`src/inc/osmc_map.vh`:
```
`ifndef OSMC_MAP_VH
`define OSMC_MAP_VH
// Register offsets.
`define OSMC_OFF_LIGHT_CTRL  8'h15
`define OSMC_OFF_PROX_CTRL   8'h16
`define OSMC_OFF_CURR_LO     8'h17
`define OSMC_OFF_CURR_HI     8'h18
`define OSMC_OFF_CAN_PULSE   8'h19
`define OSMC_OFF_PW_PERIOD   8'h1A
`define OSMC_OFF_DIG_LO      8'h1B
`define OSMC_OFF_DIG_HI      8'h1C
// Reset values.
`define OSMC_RST_LIGHT_CTRL  8'h00
`define OSMC_RST_PROX_CTRL   8'h00
`define OSMC_RST_CURR_LO     8'hFF
`define OSMC_RST_CURR_HI     8'h01
`define OSMC_RST_CAN_PULSE   8'h1A
`define OSMC_RST_PW_PERIOD   8'h15
`define OSMC_RST_DIG_LO      8'h00
`define OSMC_RST_DIG_HI      8'h00
// Field positions.
`define OSMC_BIT_SWRST       7
`define OSMC_BIT_SAI         3
`define OSMC_BIT_CHSEL       1
`define OSMC_BIT_EN          0
`define OSMC_BIT_ANA         6
`define OSMC_POS_MODE_LO     1
`define OSMC_POS_PCNT_LO     3
`define OSMC_POS_PW_LO       4
`define OSMC_POS_PER_LO      0
// Measurement mode codes.
`define OSMC_MODE_PROX       2'h0
`define OSMC_MODE_SINGLE     2'h1
`define OSMC_MODE_DUAL       2'h2
// Timing: 200 MHz core clock.
`define OSMC_CLK_MHZ         200
// Pulse widths in microseconds, sized for the duration output.
`define OSMC_T26_US          7'h1A
`define OSMC_T42_US          7'h2A
`define OSMC_T71_US          7'h47
`define OSMC_BASE_PERIOD_US  3125
`define OSMC_SWRST_MS        10
`endif

```
`src/logic/osmc_sync.v`:
```
`default_nettype none
module osmc_sync (
  // Clock and reset.
  input  wire core_clk_i,
  input  wire sys_rst_i,
  // Asynchronous level in, synchronised level out.
  input  wire async_i,
  output wire sync_o
);
  reg meta_ff;
  reg sync_ff;

  // Two flip-flop synchroniser; only the second stage is read.
  always @(posedge core_clk_i) begin
    if (sys_rst_i) begin
      meta_ff <= 1'b0;
      sync_ff <= 1'b0;
    end else begin
      meta_ff <= async_i;
      sync_ff <= meta_ff;
    end
  end

  assign sync_o = sync_ff;
endmodule
`default_nettype wire

```
`src/logic/osmc_res.v`:
```
`default_nettype none
module osmc_res (
  // Pulse settings.
  input  wire [1:0] pw_code_i,
  input  wire [2:0] pcnt_code_i,
  input  wire [2:0] per_code_i,
  // Derived values.
  output reg  [5:0] pulses_o,
  output reg  [4:0] res_bits_o
);
  reg [2:0] lg;
  reg [2:0] cap_lg;
  reg [4:0] base;
  reg [5:0] r;

  // Effective pulse count with period cap, and resulting resolution.
  always @* begin
    lg = (pcnt_code_i > 3'h5) ? 3'h5 : pcnt_code_i;
    cap_lg = 3'h5;
    if (pw_code_i == 2'h1 && per_code_i == 3'h0)
      cap_lg = 3'h4;
    // The reserved width code runs as the widest pulse, so it is capped too.
    if (pw_code_i[1] && per_code_i == 3'h0)
      cap_lg = 3'h3;
    if (pw_code_i[1] && per_code_i == 3'h1)
      cap_lg = 3'h4;
    if (lg > cap_lg)
      lg = cap_lg;
    pulses_o = 6'h01 << lg;
    case (pw_code_i)
      2'h0:    base = 5'd10;
      2'h1:    base = 5'd12;
      default: base = 5'd14;
    endcase
    r = {1'b0, base} + {3'h0, lg};
    res_bits_o = (r > 6'd16) ? 5'd16 : r[4:0];
  end
endmodule
`default_nettype wire

```
`src/logic/osmc_ctrl.v`:
```
`include "osmc_map.vh"
`default_nettype none
// Behaviour
// - Light sleep-after-irq: enable cleared after done and status read; bit 0 stays set and light_enable_o drops until the next status read.
// - Channel select, checked only when enabled: 0 green/clear/comp, 1 all.
// - Light enable is bit 0 of light control, reset inactive.
// - Prox sleep-after-irq clears engine enable after measure done and read.
// - Mode 00 proximity, 01 single LED (IR, red if swapped), 11 reserved.
// - Mode 10 alternates IR and red, IR first, red first if swapped.
// - Bit 0 of prox control enables engine, reset inactive.
// - Emitter current is 10-bit code, reset 1FF, linear to 3FF.
// - Analog offset cancel bit removes half full scale, reset off.
// - Pulse count codes give 1..16 pulses, 101..111 give 32, reset 8.
// - Pulse count capped when pulses do not fit the period.
// - Pulse width codes 26, 42, 71 us, 11 reserved, reset 42.
// - Period codes select 3.125 to 400 ms, reset 100 ms.
// - Result resolution follows pulse width and count, saturating at 16.
// - Digital cancel value subtracted from each raw proximity result.
// - Software reset: no acknowledge, operational after 10 ms, no POR flag.
// - With light sleep cleared, light sensing continues after interrupt.
module osmc_ctrl #(
  parameter SWRST_CYCLES = `OSMC_SWRST_MS * 1000 * `OSMC_CLK_MHZ
) (
  // Clock and reset.
  input  wire        core_clk_i,
  input  wire        sys_rst_i,
  // Byte register port from the serial slave.
  input  wire        reg_wr_i,
  input  wire        reg_rd_i,
  input  wire [7:0]  reg_addr_i,
  input  wire [7:0]  reg_wdata_i,
  output reg  [7:0]  reg_rdata_o,
  output wire        reg_ack_o,
  // Status register reads and interrupt flags from the status block.
  input  wire        status0_rd_i,
  input  wire        status1_rd_i,
  input  wire        light_irq_i,
  input  wire        prox_irq_i,
  // Measurement done strobes from the engines.
  input  wire        light_done_i,
  input  wire        prox_done_i,
  // Raw proximity result from the front end, asynchronous.
  input  wire        raw_valid_i,
  input  wire [15:0] raw_result_i,
  // Light engine controls.
  output wire        light_enable_o,
  output wire        light_all_channels_o,
  // Optical engine controls.
  output wire        optical_meas_enable_o,
  output wire [1:0]  optical_meas_mode_o,
  output wire        led_sel_red_o,
  output wire [9:0]  emitter_current_o,
  output wire        analog_offset_cancel_o,
  output wire [5:0]  pulse_count_o,
  output wire [6:0]  emitter_pulse_duration_o,
  output wire [2:0]  prox_interval_o,
  output wire [4:0]  prox_res_bits_o,
  // Cancelled proximity result.
  output reg  [15:0] prox_result_o,
  output reg         prox_result_valid_o,
  // Software reset in progress.
  output wire        sw_reset_busy_o
);
  localparam [23:0] SWRST_CNT = SWRST_CYCLES;
  // One-hot states: normal running, and waiting out a software reset.
  localparam [1:0] ST_RUN = 2'b01;
  localparam [1:0] ST_SWR = 2'b10;

  // Control registers.
  reg [7:0]  light_ctrl_ff;
  reg [7:0]  prox_ctrl_ff;
  reg [7:0]  curr_lo_ff;
  reg [7:0]  curr_hi_ff;
  reg [7:0]  can_pulse_ff;
  reg [7:0]  pw_period_ff;
  reg [7:0]  dig_lo_ff;
  reg [7:0]  dig_hi_ff;
  // Sleep-after-interrupt tracking.
  reg        light_pend_ff;
  reg        light_slept_ff;
  reg        prox_pend_ff;
  // Active configuration copy, refreshed at each measurement end.
  reg [7:0]  act_curr_lo_ff;
  reg [7:0]  act_curr_hi_ff;
  reg [7:0]  act_can_pulse_ff;
  reg [7:0]  act_pw_period_ff;
  reg [1:0]  act_mode_ff;
  reg        act_swap_ff;
  reg        act_en_ff;
  // Alternation and reset state.
  reg        dual_phase_ff;
  reg [1:0]  state_ff;
  reg [1:0]  nxt_state;
  reg [23:0] swr_cnt_ff;
  reg [23:0] nxt_swr_cnt;
  // Synchronised raw input.
  wire       raw_valid_s;
  reg        raw_valid_d_ff;
  reg [15:0] raw_meta_ff;
  reg [15:0] raw_hold_ff;
  wire [5:0] pulses;
  wire [4:0] res_bits;
  wire       swr_req;
  wire       prox_started;

  // Decodes one register offset into a select.
  function sel;
    input [7:0] a;
    input [7:0] off;
    begin
      sel = (a == off);
    end
  endfunction

  // Maps the pulse width code onto microseconds.
  function [6:0] pw_us;
    input [1:0] c;
    begin
      case (c)
        2'h0:    pw_us = `OSMC_T26_US;
        2'h1:    pw_us = `OSMC_T42_US;
        default: pw_us = `OSMC_T71_US;
      endcase
    end
  endfunction

  assign swr_req = reg_wr_i && sel(reg_addr_i, `OSMC_OFF_LIGHT_CTRL) &&
                   reg_wdata_i[`OSMC_BIT_SWRST];
  // Software reset write is not acknowledged, since the part restarts at
  // once; nothing is acknowledged until the wait has run out.
  assign reg_ack_o = (reg_wr_i || reg_rd_i) && state_ff == ST_RUN &&
                     !swr_req;
  assign sw_reset_busy_o = (state_ff == ST_SWR);
  assign prox_started = prox_ctrl_ff[`OSMC_BIT_EN];

  // Software reset state machine.
  // The counter stands for the restart delay of the part.
  always @* begin
    nxt_state = state_ff;
    nxt_swr_cnt = swr_cnt_ff;
    case (state_ff)
      ST_RUN: begin
        if (swr_req) begin
          nxt_state = ST_SWR;
          nxt_swr_cnt = SWRST_CNT;
        end
      end
      ST_SWR: begin
        if (swr_cnt_ff <= 24'h000001)
          nxt_state = ST_RUN;
        else
          nxt_swr_cnt = swr_cnt_ff - 24'h000001;
      end
      default: nxt_state = ST_RUN;
    endcase
  end

  always @(posedge core_clk_i) begin
    if (sys_rst_i) begin
      state_ff <= ST_RUN;
      swr_cnt_ff <= 24'h000000;
    end else begin
      state_ff <= nxt_state;
      swr_cnt_ff <= nxt_swr_cnt;
    end
  end

  // Register writes; software reset restores all defaults.
  // Writes are only taken in the running state.
  always @(posedge core_clk_i) begin
    if (sys_rst_i || swr_req) begin
      light_ctrl_ff <= `OSMC_RST_LIGHT_CTRL;
      prox_ctrl_ff <= `OSMC_RST_PROX_CTRL;
      curr_lo_ff <= `OSMC_RST_CURR_LO;
      curr_hi_ff <= `OSMC_RST_CURR_HI;
      can_pulse_ff <= `OSMC_RST_CAN_PULSE;
      pw_period_ff <= `OSMC_RST_PW_PERIOD;
      dig_lo_ff <= `OSMC_RST_DIG_LO;
      dig_hi_ff <= `OSMC_RST_DIG_HI;
      light_pend_ff <= 1'b0;
      light_slept_ff <= 1'b0;
      prox_pend_ff <= 1'b0;
    end else if (state_ff == ST_RUN) begin
      if (reg_wr_i) begin
        // Written bytes are stored whole, fixed bits included.
        if (sel(reg_addr_i, `OSMC_OFF_LIGHT_CTRL))
          light_ctrl_ff <= reg_wdata_i;
        if (sel(reg_addr_i, `OSMC_OFF_PROX_CTRL))
          prox_ctrl_ff <= reg_wdata_i;
        if (sel(reg_addr_i, `OSMC_OFF_CURR_LO))
          curr_lo_ff <= reg_wdata_i;
        if (sel(reg_addr_i, `OSMC_OFF_CURR_HI))
          curr_hi_ff <= reg_wdata_i;
        if (sel(reg_addr_i, `OSMC_OFF_CAN_PULSE))
          can_pulse_ff <= reg_wdata_i;
        if (sel(reg_addr_i, `OSMC_OFF_PW_PERIOD))
          pw_period_ff <= reg_wdata_i;
        if (sel(reg_addr_i, `OSMC_OFF_DIG_LO))
          dig_lo_ff <= reg_wdata_i;
        if (sel(reg_addr_i, `OSMC_OFF_DIG_HI))
          dig_hi_ff <= reg_wdata_i;
      end
      // Light: sleep on done with a status read, wake on the next read.
      // Arming comes last so that an interrupt in the same cycle as the
      // sleep keeps the engine armed.
      if (light_pend_ff && light_done_i && status0_rd_i) begin
        light_pend_ff <= 1'b0;
        light_slept_ff <= 1'b1;
      end else if (light_slept_ff && status0_rd_i) begin
        light_slept_ff <= 1'b0;
      end
      if (light_ctrl_ff[`OSMC_BIT_SAI] && light_irq_i)
        light_pend_ff <= 1'b1;
      else if (!light_ctrl_ff[`OSMC_BIT_SAI])
        light_pend_ff <= 1'b0;
      // Prox: the enable bit itself drops, so the host can see it.
      // Clearing the sleep bit disarms and keeps the engine running.
      if (prox_pend_ff && prox_done_i && status1_rd_i) begin
        prox_pend_ff <= 1'b0;
        prox_ctrl_ff[`OSMC_BIT_EN] <= 1'b0;
      end
      if (prox_ctrl_ff[`OSMC_BIT_SAI] && prox_irq_i)
        prox_pend_ff <= 1'b1;
      else if (!prox_ctrl_ff[`OSMC_BIT_SAI])
        prox_pend_ff <= 1'b0;
    end
  end

  // Read mux returns stored bytes; unmapped reads zero.
  // Fixed bits come back exactly as the host wrote them.
  always @* begin
    reg_rdata_o = 8'h00;
    case (reg_addr_i)
      `OSMC_OFF_LIGHT_CTRL: reg_rdata_o = light_ctrl_ff;
      `OSMC_OFF_PROX_CTRL:  reg_rdata_o = prox_ctrl_ff;
      `OSMC_OFF_CURR_LO:    reg_rdata_o = curr_lo_ff;
      `OSMC_OFF_CURR_HI:    reg_rdata_o = curr_hi_ff;
      `OSMC_OFF_CAN_PULSE:  reg_rdata_o = can_pulse_ff;
      `OSMC_OFF_PW_PERIOD:  reg_rdata_o = pw_period_ff;
      `OSMC_OFF_DIG_LO:     reg_rdata_o = dig_lo_ff;
      `OSMC_OFF_DIG_HI:     reg_rdata_o = dig_hi_ff;
      default:              reg_rdata_o = 8'h00;
    endcase
  end

  // Configuration moves to the engine at measurement boundaries.
  // Copying only at a done strobe keeps one measurement's settings whole;
  // while the engine is idle the copy simply follows the registers.
  always @(posedge core_clk_i) begin
    if (sys_rst_i || swr_req) begin
      act_curr_lo_ff <= `OSMC_RST_CURR_LO;
      act_curr_hi_ff <= `OSMC_RST_CURR_HI;
      act_can_pulse_ff <= `OSMC_RST_CAN_PULSE;
      act_pw_period_ff <= `OSMC_RST_PW_PERIOD;
      act_mode_ff <= `OSMC_MODE_PROX;
      act_swap_ff <= 1'b0;
      act_en_ff <= 1'b0;
      dual_phase_ff <= 1'b0;
    end else if (prox_done_i || !act_en_ff) begin
      act_curr_lo_ff <= curr_lo_ff;
      act_curr_hi_ff <= curr_hi_ff;
      act_can_pulse_ff <= can_pulse_ff;
      act_pw_period_ff <= pw_period_ff;
      act_mode_ff <= prox_ctrl_ff[`OSMC_POS_MODE_LO +: 2];
      act_swap_ff <= prox_ctrl_ff[7];
      act_en_ff <= prox_started;
      if (!act_en_ff || act_mode_ff != `OSMC_MODE_DUAL)
        dual_phase_ff <= 1'b0;
      else
        dual_phase_ff <= ~dual_phase_ff;
    end
  end

  // Light controls; channel select only matters while enabled.
  // A sleeping light engine also drops its channel request.
  assign light_enable_o = light_ctrl_ff[`OSMC_BIT_EN] &&
                          !light_slept_ff;
  assign light_all_channels_o = light_enable_o &&
                                light_ctrl_ff[`OSMC_BIT_CHSEL];

  // Optical engine controls from the active copy.
  // Writes made mid-measurement wait here for the next done strobe; clearing the enable bit stops the engine at once.
  assign optical_meas_enable_o = act_en_ff && prox_started;
  assign optical_meas_mode_o = act_mode_ff;
  assign led_sel_red_o = (act_mode_ff == `OSMC_MODE_DUAL) ?
                         (dual_phase_ff ^ act_swap_ff) :
                         act_swap_ff;
  assign emitter_current_o = {act_curr_hi_ff[1:0], act_curr_lo_ff};
  assign analog_offset_cancel_o = act_can_pulse_ff[`OSMC_BIT_ANA];
  assign emitter_pulse_duration_o =
    pw_us(act_pw_period_ff[`OSMC_POS_PW_LO +: 2]);
  assign prox_interval_o = act_pw_period_ff[`OSMC_POS_PER_LO +: 3];
  assign pulse_count_o = pulses;
  assign prox_res_bits_o = res_bits;

  // Pulse count after the period cap, and the resolution it yields.
  osmc_res u_res (
    .pw_code_i   (act_pw_period_ff[`OSMC_POS_PW_LO +: 2]),
    .pcnt_code_i (act_can_pulse_ff[`OSMC_POS_PCNT_LO +: 3]),
    .per_code_i  (act_pw_period_ff[`OSMC_POS_PER_LO +: 3]),
    .pulses_o    (pulses),
    .res_bits_o  (res_bits)
  );

  // The valid level comes from the front end's own domain.
  osmc_sync u_sync (
    .core_clk_i (core_clk_i),
    .sys_rst_i  (sys_rst_i),
    .async_i    (raw_valid_i),
    .sync_o     (raw_valid_s)
  );

  // Raw data is held stable by the front end while valid is high; it still
  // crosses domains, so it passes two stages like valid before use.
  always @(posedge core_clk_i) begin
    if (sys_rst_i) begin
      raw_valid_d_ff <= 1'b0;
      raw_meta_ff <= 16'h0000;
      raw_hold_ff <= 16'h0000;
      prox_result_o <= 16'h0000;
      prox_result_valid_o <= 1'b0;
    end else begin
      raw_valid_d_ff <= raw_valid_s;
      raw_meta_ff <= raw_result_i;
      raw_hold_ff <= raw_meta_ff;
      prox_result_valid_o <= raw_valid_s && !raw_valid_d_ff;
      if (raw_valid_s && !raw_valid_d_ff) begin
        // Subtract cancel level, floor at zero.
        if (raw_hold_ff > {dig_hi_ff, dig_lo_ff})
          prox_result_o <= raw_hold_ff - {dig_hi_ff, dig_lo_ff};
        else
          prox_result_o <= 16'h0000;
      end
    end
  end
endmodule
`default_nettype wire

```
`config.mk`:
```
export PLATFORM = sky130hd
export DESIGN_NAME = osmc_ctrl
export DESIGN_NICKNAME = d
export VERILOG_FILES = /design/src/logic/osmc_sync.v /design/src/logic/osmc_res.v /design/src/logic/osmc_ctrl.v
export VERILOG_INCLUDE_DIRS = /design/src /design/src/inc
export SDC_FILE = /design/constraint.sdc
export NUM_CORES = 1
export LEC_CHECK = 0
export BUFFER_PORTS_ARGS = -buffer_cell sky130_fd_sc_hd__buf_2
export CORE_ASPECT_RATIO = 0.7
export CORE_MARGIN = 2
export CORE_UTILIZATION = 30
export DETAILED_ROUTE_END_ITERATION = 10
export GPL_TIMING_DRIVEN = 0
export PLACE_DENSITY_LB_ADDON = 0.2
export SETUP_SLACK_MARGIN = 0.2
export SLEW_MARGIN = 30
export SYNTH_ARGS = -nofsm -noshare
export SYNTH_HDL_FRONTEND = slang
export SYNTH_SLANG_ARGS = --single-unit
```
`constraint.sdc`:
```
create_clock -name core_clk_i -period 4.1 [get_ports core_clk_i]
set_input_delay 0.205 -clock core_clk_i [delete_from_list [all_inputs] [get_ports core_clk_i]]
set_output_delay 0.205 -clock core_clk_i [all_outputs]
set_load 0.03 [all_outputs]
```
==> results of run 1 <==
-- critical path: stages, from the launching register on --
cell and delay [ps]:
dfxtp_4 380, inv_1 70, or4_4 570, ha_4 290, nor2b_1 120, o21ai_1 100
a32oi_2 250, mux2i_2 260, inv_1 80, ha_1 180, inv_1 60, fa_1 410
nor2_1 100, clkbuf_4 190
-- layout by cell type, fill, tap and decap left out, types with 6 or more instances in the layout --
cell           count
nand2b_1           9
a21oi_1           77
o21ai_0           13
clkbuf_1          45
xnor2_1            7
nor2_1            77
buf_4              8
xor2_1            23
dlygate4sd3_1     13
mux2i_1           16
a22o_1             7
nand2_1          128
inv_1             38
nor3_1            13
buf_1              6
mux2_2             6
buf_2            102
nand4_1           11
ha_1              21
and2_1             6
a22oi_1           26
nor2b_1           47
or3_1              8
nor4_1             8
a32o_1             6
clkbuf_16         17
dfxtp_1          168
o211ai_1           6
nand3_1           77
-- per-stage QoR --
| stage | std cells | setup slack, ps | power (mW) | cell area [sq um] | utilization [%] |
|---|---|---|---|---|---|
| final | 1407 | 409 | 3.70 | 9530 | 37.3 |
| after global routing | 1407 | 223 | 3.82 | 9530 | 37.3 |
| after CTS | 1406 | 263 | 3.73 | 9490 | 37.1 |
| after detailed placement | 1360 | 464 | 1.97 | 8710 | 34.1 |
| after global placement | 1360 | 496 | 1.97 | 8690 | 34.0 |
| after floorplan | 930 | 231 | 1.87 | 7780 | - |
-- worst max-delay path by stage --
stage / end / cells after the start
6_report: prox_res_bits_o[2] / 13
5_1_grt: prox_res_bits_o[2] / 13
4_1_cts: prox_res_bits_o[2] / 13
3_5_place_dp: prox_res_bits_o[2] / 13
3_3_place_gp: prox_res_bits_o[2] / 13
2_1_floorplan: prox_res_bits_o[2] / 13
-- flip-flops by register name (all words and copies together), names as in the netlist, 16 cells and up --
register,flops
prox_result_o,16
swr_cnt_ff,24
raw_meta_ff,16
raw_hold_ff,16
-- power breakdown --
| part | internal, mW | leakage [nW] | switching (mW) |
|---|---|---|---|
| Sequential | 1.66 | 1.37 | 0.00881 |
| Combinational | 0.0965 | 2.16 | 0.177 |
| Clock | 1.04 | 0.304 | 0.710 |
| Total | 2.80 | 3.84 | 0.896 |
-- timing repair --
| item | in CTS | in global routing |
|---|---|---|
| hold buffers | 13 | 0 |
| endpoints found under the setup margin | 4 | 4 |
| gates resized for setup | 3 | 5 |
| buffers inserted | 1 | 1 |
| pin swaps | 0 | 2 |
| hold endpoints to repair | 13 | 0 |
-- kinds of logic after synthesis --
family,share of synthesized area [%]
AND/OR/NAND/NOR,25.9
flip-flops,43.5
adder cells (fa/ha/maj),4.05
AO/OA/AOI/OAI,14.1
buffers and inverters,5.14
other,0.0482
XOR/XNOR,3.38
multiplexers,3.92
-- layer usage --
layer	vias up	track usage, %	wire length [um]	part of all wire [%]
li1	3488	-	-	-
met1	3335	27.5	12600	53
met2	189	24.1	9730	41
met3	18	3.02	1110	4.7
met4	0	4.35	252	1.1
met5	-	0	0	0
-- cell type report --
| type | count | area share [%] |
|---|---|---|
| plain buffers | 61 | 2.71 |
| clock buffers | 19 | 4.65 |
| clock inverters | 13 | 2.02 |
| inverters | 38 | 1.50 |
| multi-input cells | 662 | 42.5 |
| flip-flops and latches | 169 | 35.6 |
| well taps | 331 | 4.35 |
| repair buffers | 114 | 6.75 |
==> run_results.csv, run 1 <==
group,metric,value,unit
drt,num_vias,7030,
clock_network,cts.sinks,169,
grt,grt_max_degree,17,
drt,wl_per_cell,16.9,um
layout,nFillCells,2683,
drt,via_per_inst,5.00,
synth,synthArstFlopShare,0,%
worst_setup_path,reg2reg_from,"dig_hi_ff[5]",
synth,synth_ff_type,"dfxtp_1",
floorplanning,pin_count,108,
timing,setup_violations,0,
timing,max_clock_freq,271,MHz
clock_network,clockBufferDepth,2,
layout,fin_nets,1130,
grt,grt_pass1_wl,36700,um
worst_setup_path,end_kind,"output pin",
timing,fin_worst_skew,14.1,ps
drt,drtAntennaViolNets,0,
place,io_buffers,99,
grt,antenna_found_initial,0,
floorplanning,fp.dieH,139,um
floorplanning,die_width,197,um
clock_network,cts_buffers,17,
grt,grt_usage,17.5,%
clock_network,clk_pin_slew,70,ps
timing,fin_setup_tns,0,ps
place,gp_congestion,0.863,
synth,synth_warnings,0,
worst_hold_path,min_to,"raw_meta_ff[12]",
drt,drt-total-wl,23700,um
worst_setup_path,rrSetupSlack,1320,ps
drt,drtPass1Iterations,5,
grt,grt_pass1_vias,6388,
timing,timing.hold.ws,16.9,ps
synth,yosys-top-cells-area,"dfxtp_1 (43%), nand2_1 (6.2%), a21oi_1 (5.0%)",
floorplanning,initial_core_util,30.5,%
synth,synth_top_area_share,43.5,%
clock_network,h-tree-depth,4,
worst_hold_path,whs_path_depth,2,
drt,drcViolationCount,0,
worst_setup_path,worstPathArrival,3490,ps
timing,period_minus_slack,3690,ps
synth,synthTopCellsByCount,"dfxtp_1 (169), nand2_1 (128), a21oi_1 (77), nand3_1 (77), nor2_1 (77)",
synth,synth-seq-cells,169,
worst_setup_path,reg2reg_to,"prox_result_o[14]",
synth,synthCells,930,
synth,syn_nets,997,
power,p_per_area,388,nW/um^2
synth,synth_top_area_cell,"dfxtp_1",
floorplanning,core_area,25600,sq um
power,p_leak,3.84,nW
place,hpwl,17800,um
clock_network,cts_tree,"built",
layout,insertedDiodeCount,0,
layout,multi_input_area,4050,sq um
flow_run,cap_viol_max_count,0,
worst_setup_path,crit_required,3890,ps
worst_hold_path,hp-class,"input port to register",
worst_setup_path,cp-startpoint,"act_pw_period_ff[5]",
timing,tightest_slew,956,ps
worst_setup_path,path_class,"register to output pin",
layout,layout-drive-gt1-share,15.6,%
grt,grt_overflow,0,
synth,netlist-cell-type-count,63,
power,vdd_drop_max,0.273,mV
worst_setup_path,path_max_fanout,6,
timing,relSlewSlack,35.8,%
worst_hold_path,min_from,"raw_result_i[12]",
timing,finalMaxSlewViolations,0,
worst_setup_path,critPathLaunchType,"register",
timing,finalCritPeriodShare,90.0,%
synth,yosys.cell_count.top_type,"dfxtp_1",
synth,synth_edf_count,0,
synth,synth_area,7780,sq um
floorplanning,dieArea,27300,sq um
status,status,"finished clean",
timing,rsz0062_at_grt,"no",
floorplanning,num_rows,49,
synth,avgSynthCellArea,8.37,sq um
drt,drt_iter0_drc,575,
timing,hold_violations,0,
worst_setup_path,r2r_cells,7,
clock_network,clk_latency,440,ps
synth,yosysSeqAreaShare,43.5,%
clock_network,root_buffer,"clkbuf_16",
layout,layout.area.seq,3390,sq um
layout,syn_to_final_growth,22.4,%
Power figures use the tool's default switching activity.
==> run 2, diff against run 1 <==
--- a/config.mk
+++ b/config.mk
@@ -10,6 +10,7 @@
 export CORE_ASPECT_RATIO = 0.7
 export CORE_MARGIN = 2
 export CORE_UTILIZATION = 30
+export CTS_CLUSTER_SIZE = 25
 export DETAILED_ROUTE_END_ITERATION = 10
 export GPL_TIMING_DRIVEN = 0
 export PLACE_DENSITY_LB_ADDON = 0.2
@@ -17,4 +18,5 @@
 export SLEW_MARGIN = 30
 export SYNTH_ARGS = -nofsm -noshare
 export SYNTH_HDL_FRONTEND = slang
+export SYNTH_HIERARCHICAL = 1
 export SYNTH_SLANG_ARGS = --single-unit
==> run_results.csv, run 2 <==
group,metric,value,unit
power,pwr-share-seq,48.1,%
drt,drt-total-wl,23600,um
place,io_buffers,98,
floorplanning,pin_count,108,
worst_hold_path,hp-class,"input port to register",
drt,wl_met1,12200,um
clock_network,cts.sinks,169,
drt,wl_met3,1210,um
timing,relSlewSlack,45.4,%
power,p_leak,3.91,nW
layout,layout_common_cells,"dfxtp_1 (167), nand2_1 (143), buf_2 (101)",
clock_network,h-tree-depth,4,
place,gp_congestion,0.840,
drt,drcViolationCount,0,
power,p_int,2.62,mW
synth,syn_nets,986,
worst_setup_path,critPathBufInv,4,
timing,fin_worst_skew,8.91,ps
drt,wl_per_cell,16.6,um
power,p_per_area,363,nW/um^2
worst_setup_path,path_max_fanout,10,
synth,synth-seq-cells,169,
synth,synth_ff_type,"dfxtp_1",
floorplanning,dieArea,27700,sq um
timing,fin_setup_tns,0,ps
timing,finalCritPeriodShare,90.6,%
synth,synthTopCellsByCount,"dfxtp_1 (169), nand2_1 (143), nor2_1 (71), a21oi_1 (68), nand3_1 (62)",
drt,num_vias,6902,
synth,yosys.cell_count.top_type,"dfxtp_1",
grt,grt_pass1_wl,36500,um
worst_setup_path,worstPathArrival,3510,ps
worst_setup_path,crit_required,3890,ps
synth,yosysSeqAreaShare,42.8,%
worst_setup_path,crit_family,"adder cells",
power,vdd_drop_max,0.238,mV
clock_network,clockBufferDepth,2,
synth,synth_edf_count,0,
clock_network,cts_buffers,17,
floorplanning,core_area,25800,sq um
floorplanning,initial_core_util,30.6,%
synth,synthCells,919,
place,hpwl,17900,um
layout,fin_nets,1119,
layout,largest_reg_flops,24,
flow_run,cap_viol_max_count,0,
timing,max_clock_freq,269,MHz
layout,final_common_cell,"dfxtp_1",
drt,via_per_inst,4.85,
worst_setup_path,slowest_delay,400,ps
clock_network,clk_latency,430,ps
floorplanning,die_width,198,um
clock_network,cts_tree,"built",
synth,netlist-cell-type-count,75,
grt,antenna_found_initial,1,
clock_network,root_buffer,"clkbuf_16",
power,clock_power_share,43.7,%
synth,synth_top_area_cell,"dfxtp_1",
synth,synth_top_area_share,42.8,%
synth,synth_warnings,6,
power,p_total,3.47,mW
drt,wl_met2,9750,um
layout,syn_to_final_growth,21.0,%
worst_setup_path,end_kind,"output pin",
grt,grt_usage,17.3,%
synth,synthArstFlopShare,0,%
drt,highest_layer,"met4",
timing,tightest_slew,819,ps
timing,period_minus_slack,3720,ps
worst_setup_path,crit_top_cell,"inv_1",
drt,drtPass1Iterations,5,
timing,setup_violations,0,
power,combPwrFrac,8.2,%
layout,regMostFlops,"swr_cnt_ff",
timing,rsz0062_at_grt,"no",
drt,drtAntennaViolNets,0,
floorplanning,num_rows,49,
power,swShare,24.6,%
status,status,"finished clean",
clock_network,clk_pin_slew,60,ps
grt,grt_max_degree,17,
worst_setup_path,rrSetupSlack,1030,ps
grt,grt_overflow,0,
worst_setup_path,crit_chain,"or3b_1 -> a211oi_2 -> inv_1 -> ha_1 -> and3_1 -> a21oi_4 -> mux2i_2 -> inv_1 -> ha_1 -> inv_1 -> fa_1 -> nor2_1 -> buf_2",
synth,yosys-top-cells-area,"dfxtp_1 (43%), nand2_1 (6.8%), a21oi_1 (4.3%)",
timing,finalMaxSlewViolations,0,
grt,grt_pass1_vias,6358,
floorplanning,fp.dieH,140,um
synth,synth_area,7900,sq um
drt,drt_iter0_drc,444,
worst_setup_path,critPathLaunchType,"register",
power,p_switching,0.856,mW
timing,hold_violations,0,
worst_setup_path,crit_path_top_delay_cell,"or3b_1",
synth,avgSynthCellArea,8.60,sq um
worst_setup_path,path_class,"register to output pin",
layout,layout-drive-gt1-share,16.5,%
[run 2: changes by cell type in the layout (fill, tap and decap cells not counted), moves of 6 or more]
cell	change
and3_1	+6
nand2_1	+15
a22oi_1	-15
mux2i_1	+12
xnor2_1	+10
a21oi_1	-10
nand3_1	-15
a32oi_1	+10
clkbuf_1	+7
xor2_1	-12
nor2_1	-6
a22o_1	-6
[run 2: worst reg2reg max path: cells and delay by family (launching register included)]
family	cells	cell delay (ps)
flops	1	340
simple gates	1	200
fa+ha+maj	2	630
buf+inv	1	450
compound gates	6	1390
[run 2: routing by layer]
metal / global-route usage, % / up-vias
met2: 24.4 / 164
met5: 0 / -
li1: - / 3437
met3: 2.91 / 24
met4: 5.74 / 0
met1: 26.4 / 3277
[run 2: final cells by class]
type                            count  area, sq um
Antenna cell                        1         2.50
Buffer                             62          263
Clock buffer                       20          447
Clock inverter                     11          101
Fill cell                        2724        16200
Inverter                           37          140
Multi-Input combinational cell    651         4130
Sequential cell                   169         3390
Tap cell                          357          447
Timing Repair Buffer              114          648
[run 2: power by group through the flow]
stage	registers (mW)	logic (mW)	clock network, mW
after global routing	1.67	0.310	1.62
after CTS	1.67	0.283	1.56
final	1.67	0.284	1.52
after global placement	1.71	0.270	0
after detailed placement	1.71	0.271	0
after floorplan	1.71	0.169	0
[run 2: cells by family (layout without fill, tap and decap cells)]
group | after synthesis | in the layout | share of synthesized area (%)
AND/OR/NAND/NOR | 409 | 409 | 25.5
flip-flops | 169 | 169 | 42.8
AO/OA/AOI/OAI | 143 | 143 | 12.3
buffers and inverters | 99 | 244 | 5.10
multiplexers | 46 | 46 | 7.17
XOR/XNOR | 28 | 28 | 3.10
adder cells (fa/ha/maj) | 24 | 24 | 3.99
other | 1 | 2 | 0.0475
[run 2: worst paths after layout]
| check | cells past startpoint | endpoint | start |
|---|---|---|---|
| setup reg to reg | 10 | prox_result_o[10] | dig_lo_ff[0] |
| hold reg to reg | 1 | raw_hold_ff[13] | raw_meta_ff[13] |
| hold / removal | 2 | raw_meta_ff[6] | raw_result_i[6] |
| setup / recovery | 13 | prox_res_bits_o[2] | act_pw_period_ff[5] |
[run 2: through the flow]
step                      area, sq um  hold slack (ps)  instances  utilization (%)  worst slack (ps)
after floorplan                  7900              277        919                -               408
after global placement           8840              425       1374             34.2               513
after detailed placement         8840              420       1374             34.2               552
after CTS                        9550             2.31       1420             37.0               231
after global routing             9570             16.9       1422             37.1               235
final                            9570             7.97       1422             37.1               384
[run 2: what timing repair did]
action / CTS / global route
cloned: 0 / 0
gates resized for setup: 4 / 1
hold endpoints to repair: 15 / 0
pin swaps: 0 / 1
setup buffers: 0 / 1
hold buffers: 15 / 0
endpoints found under the setup margin: 3 / 3
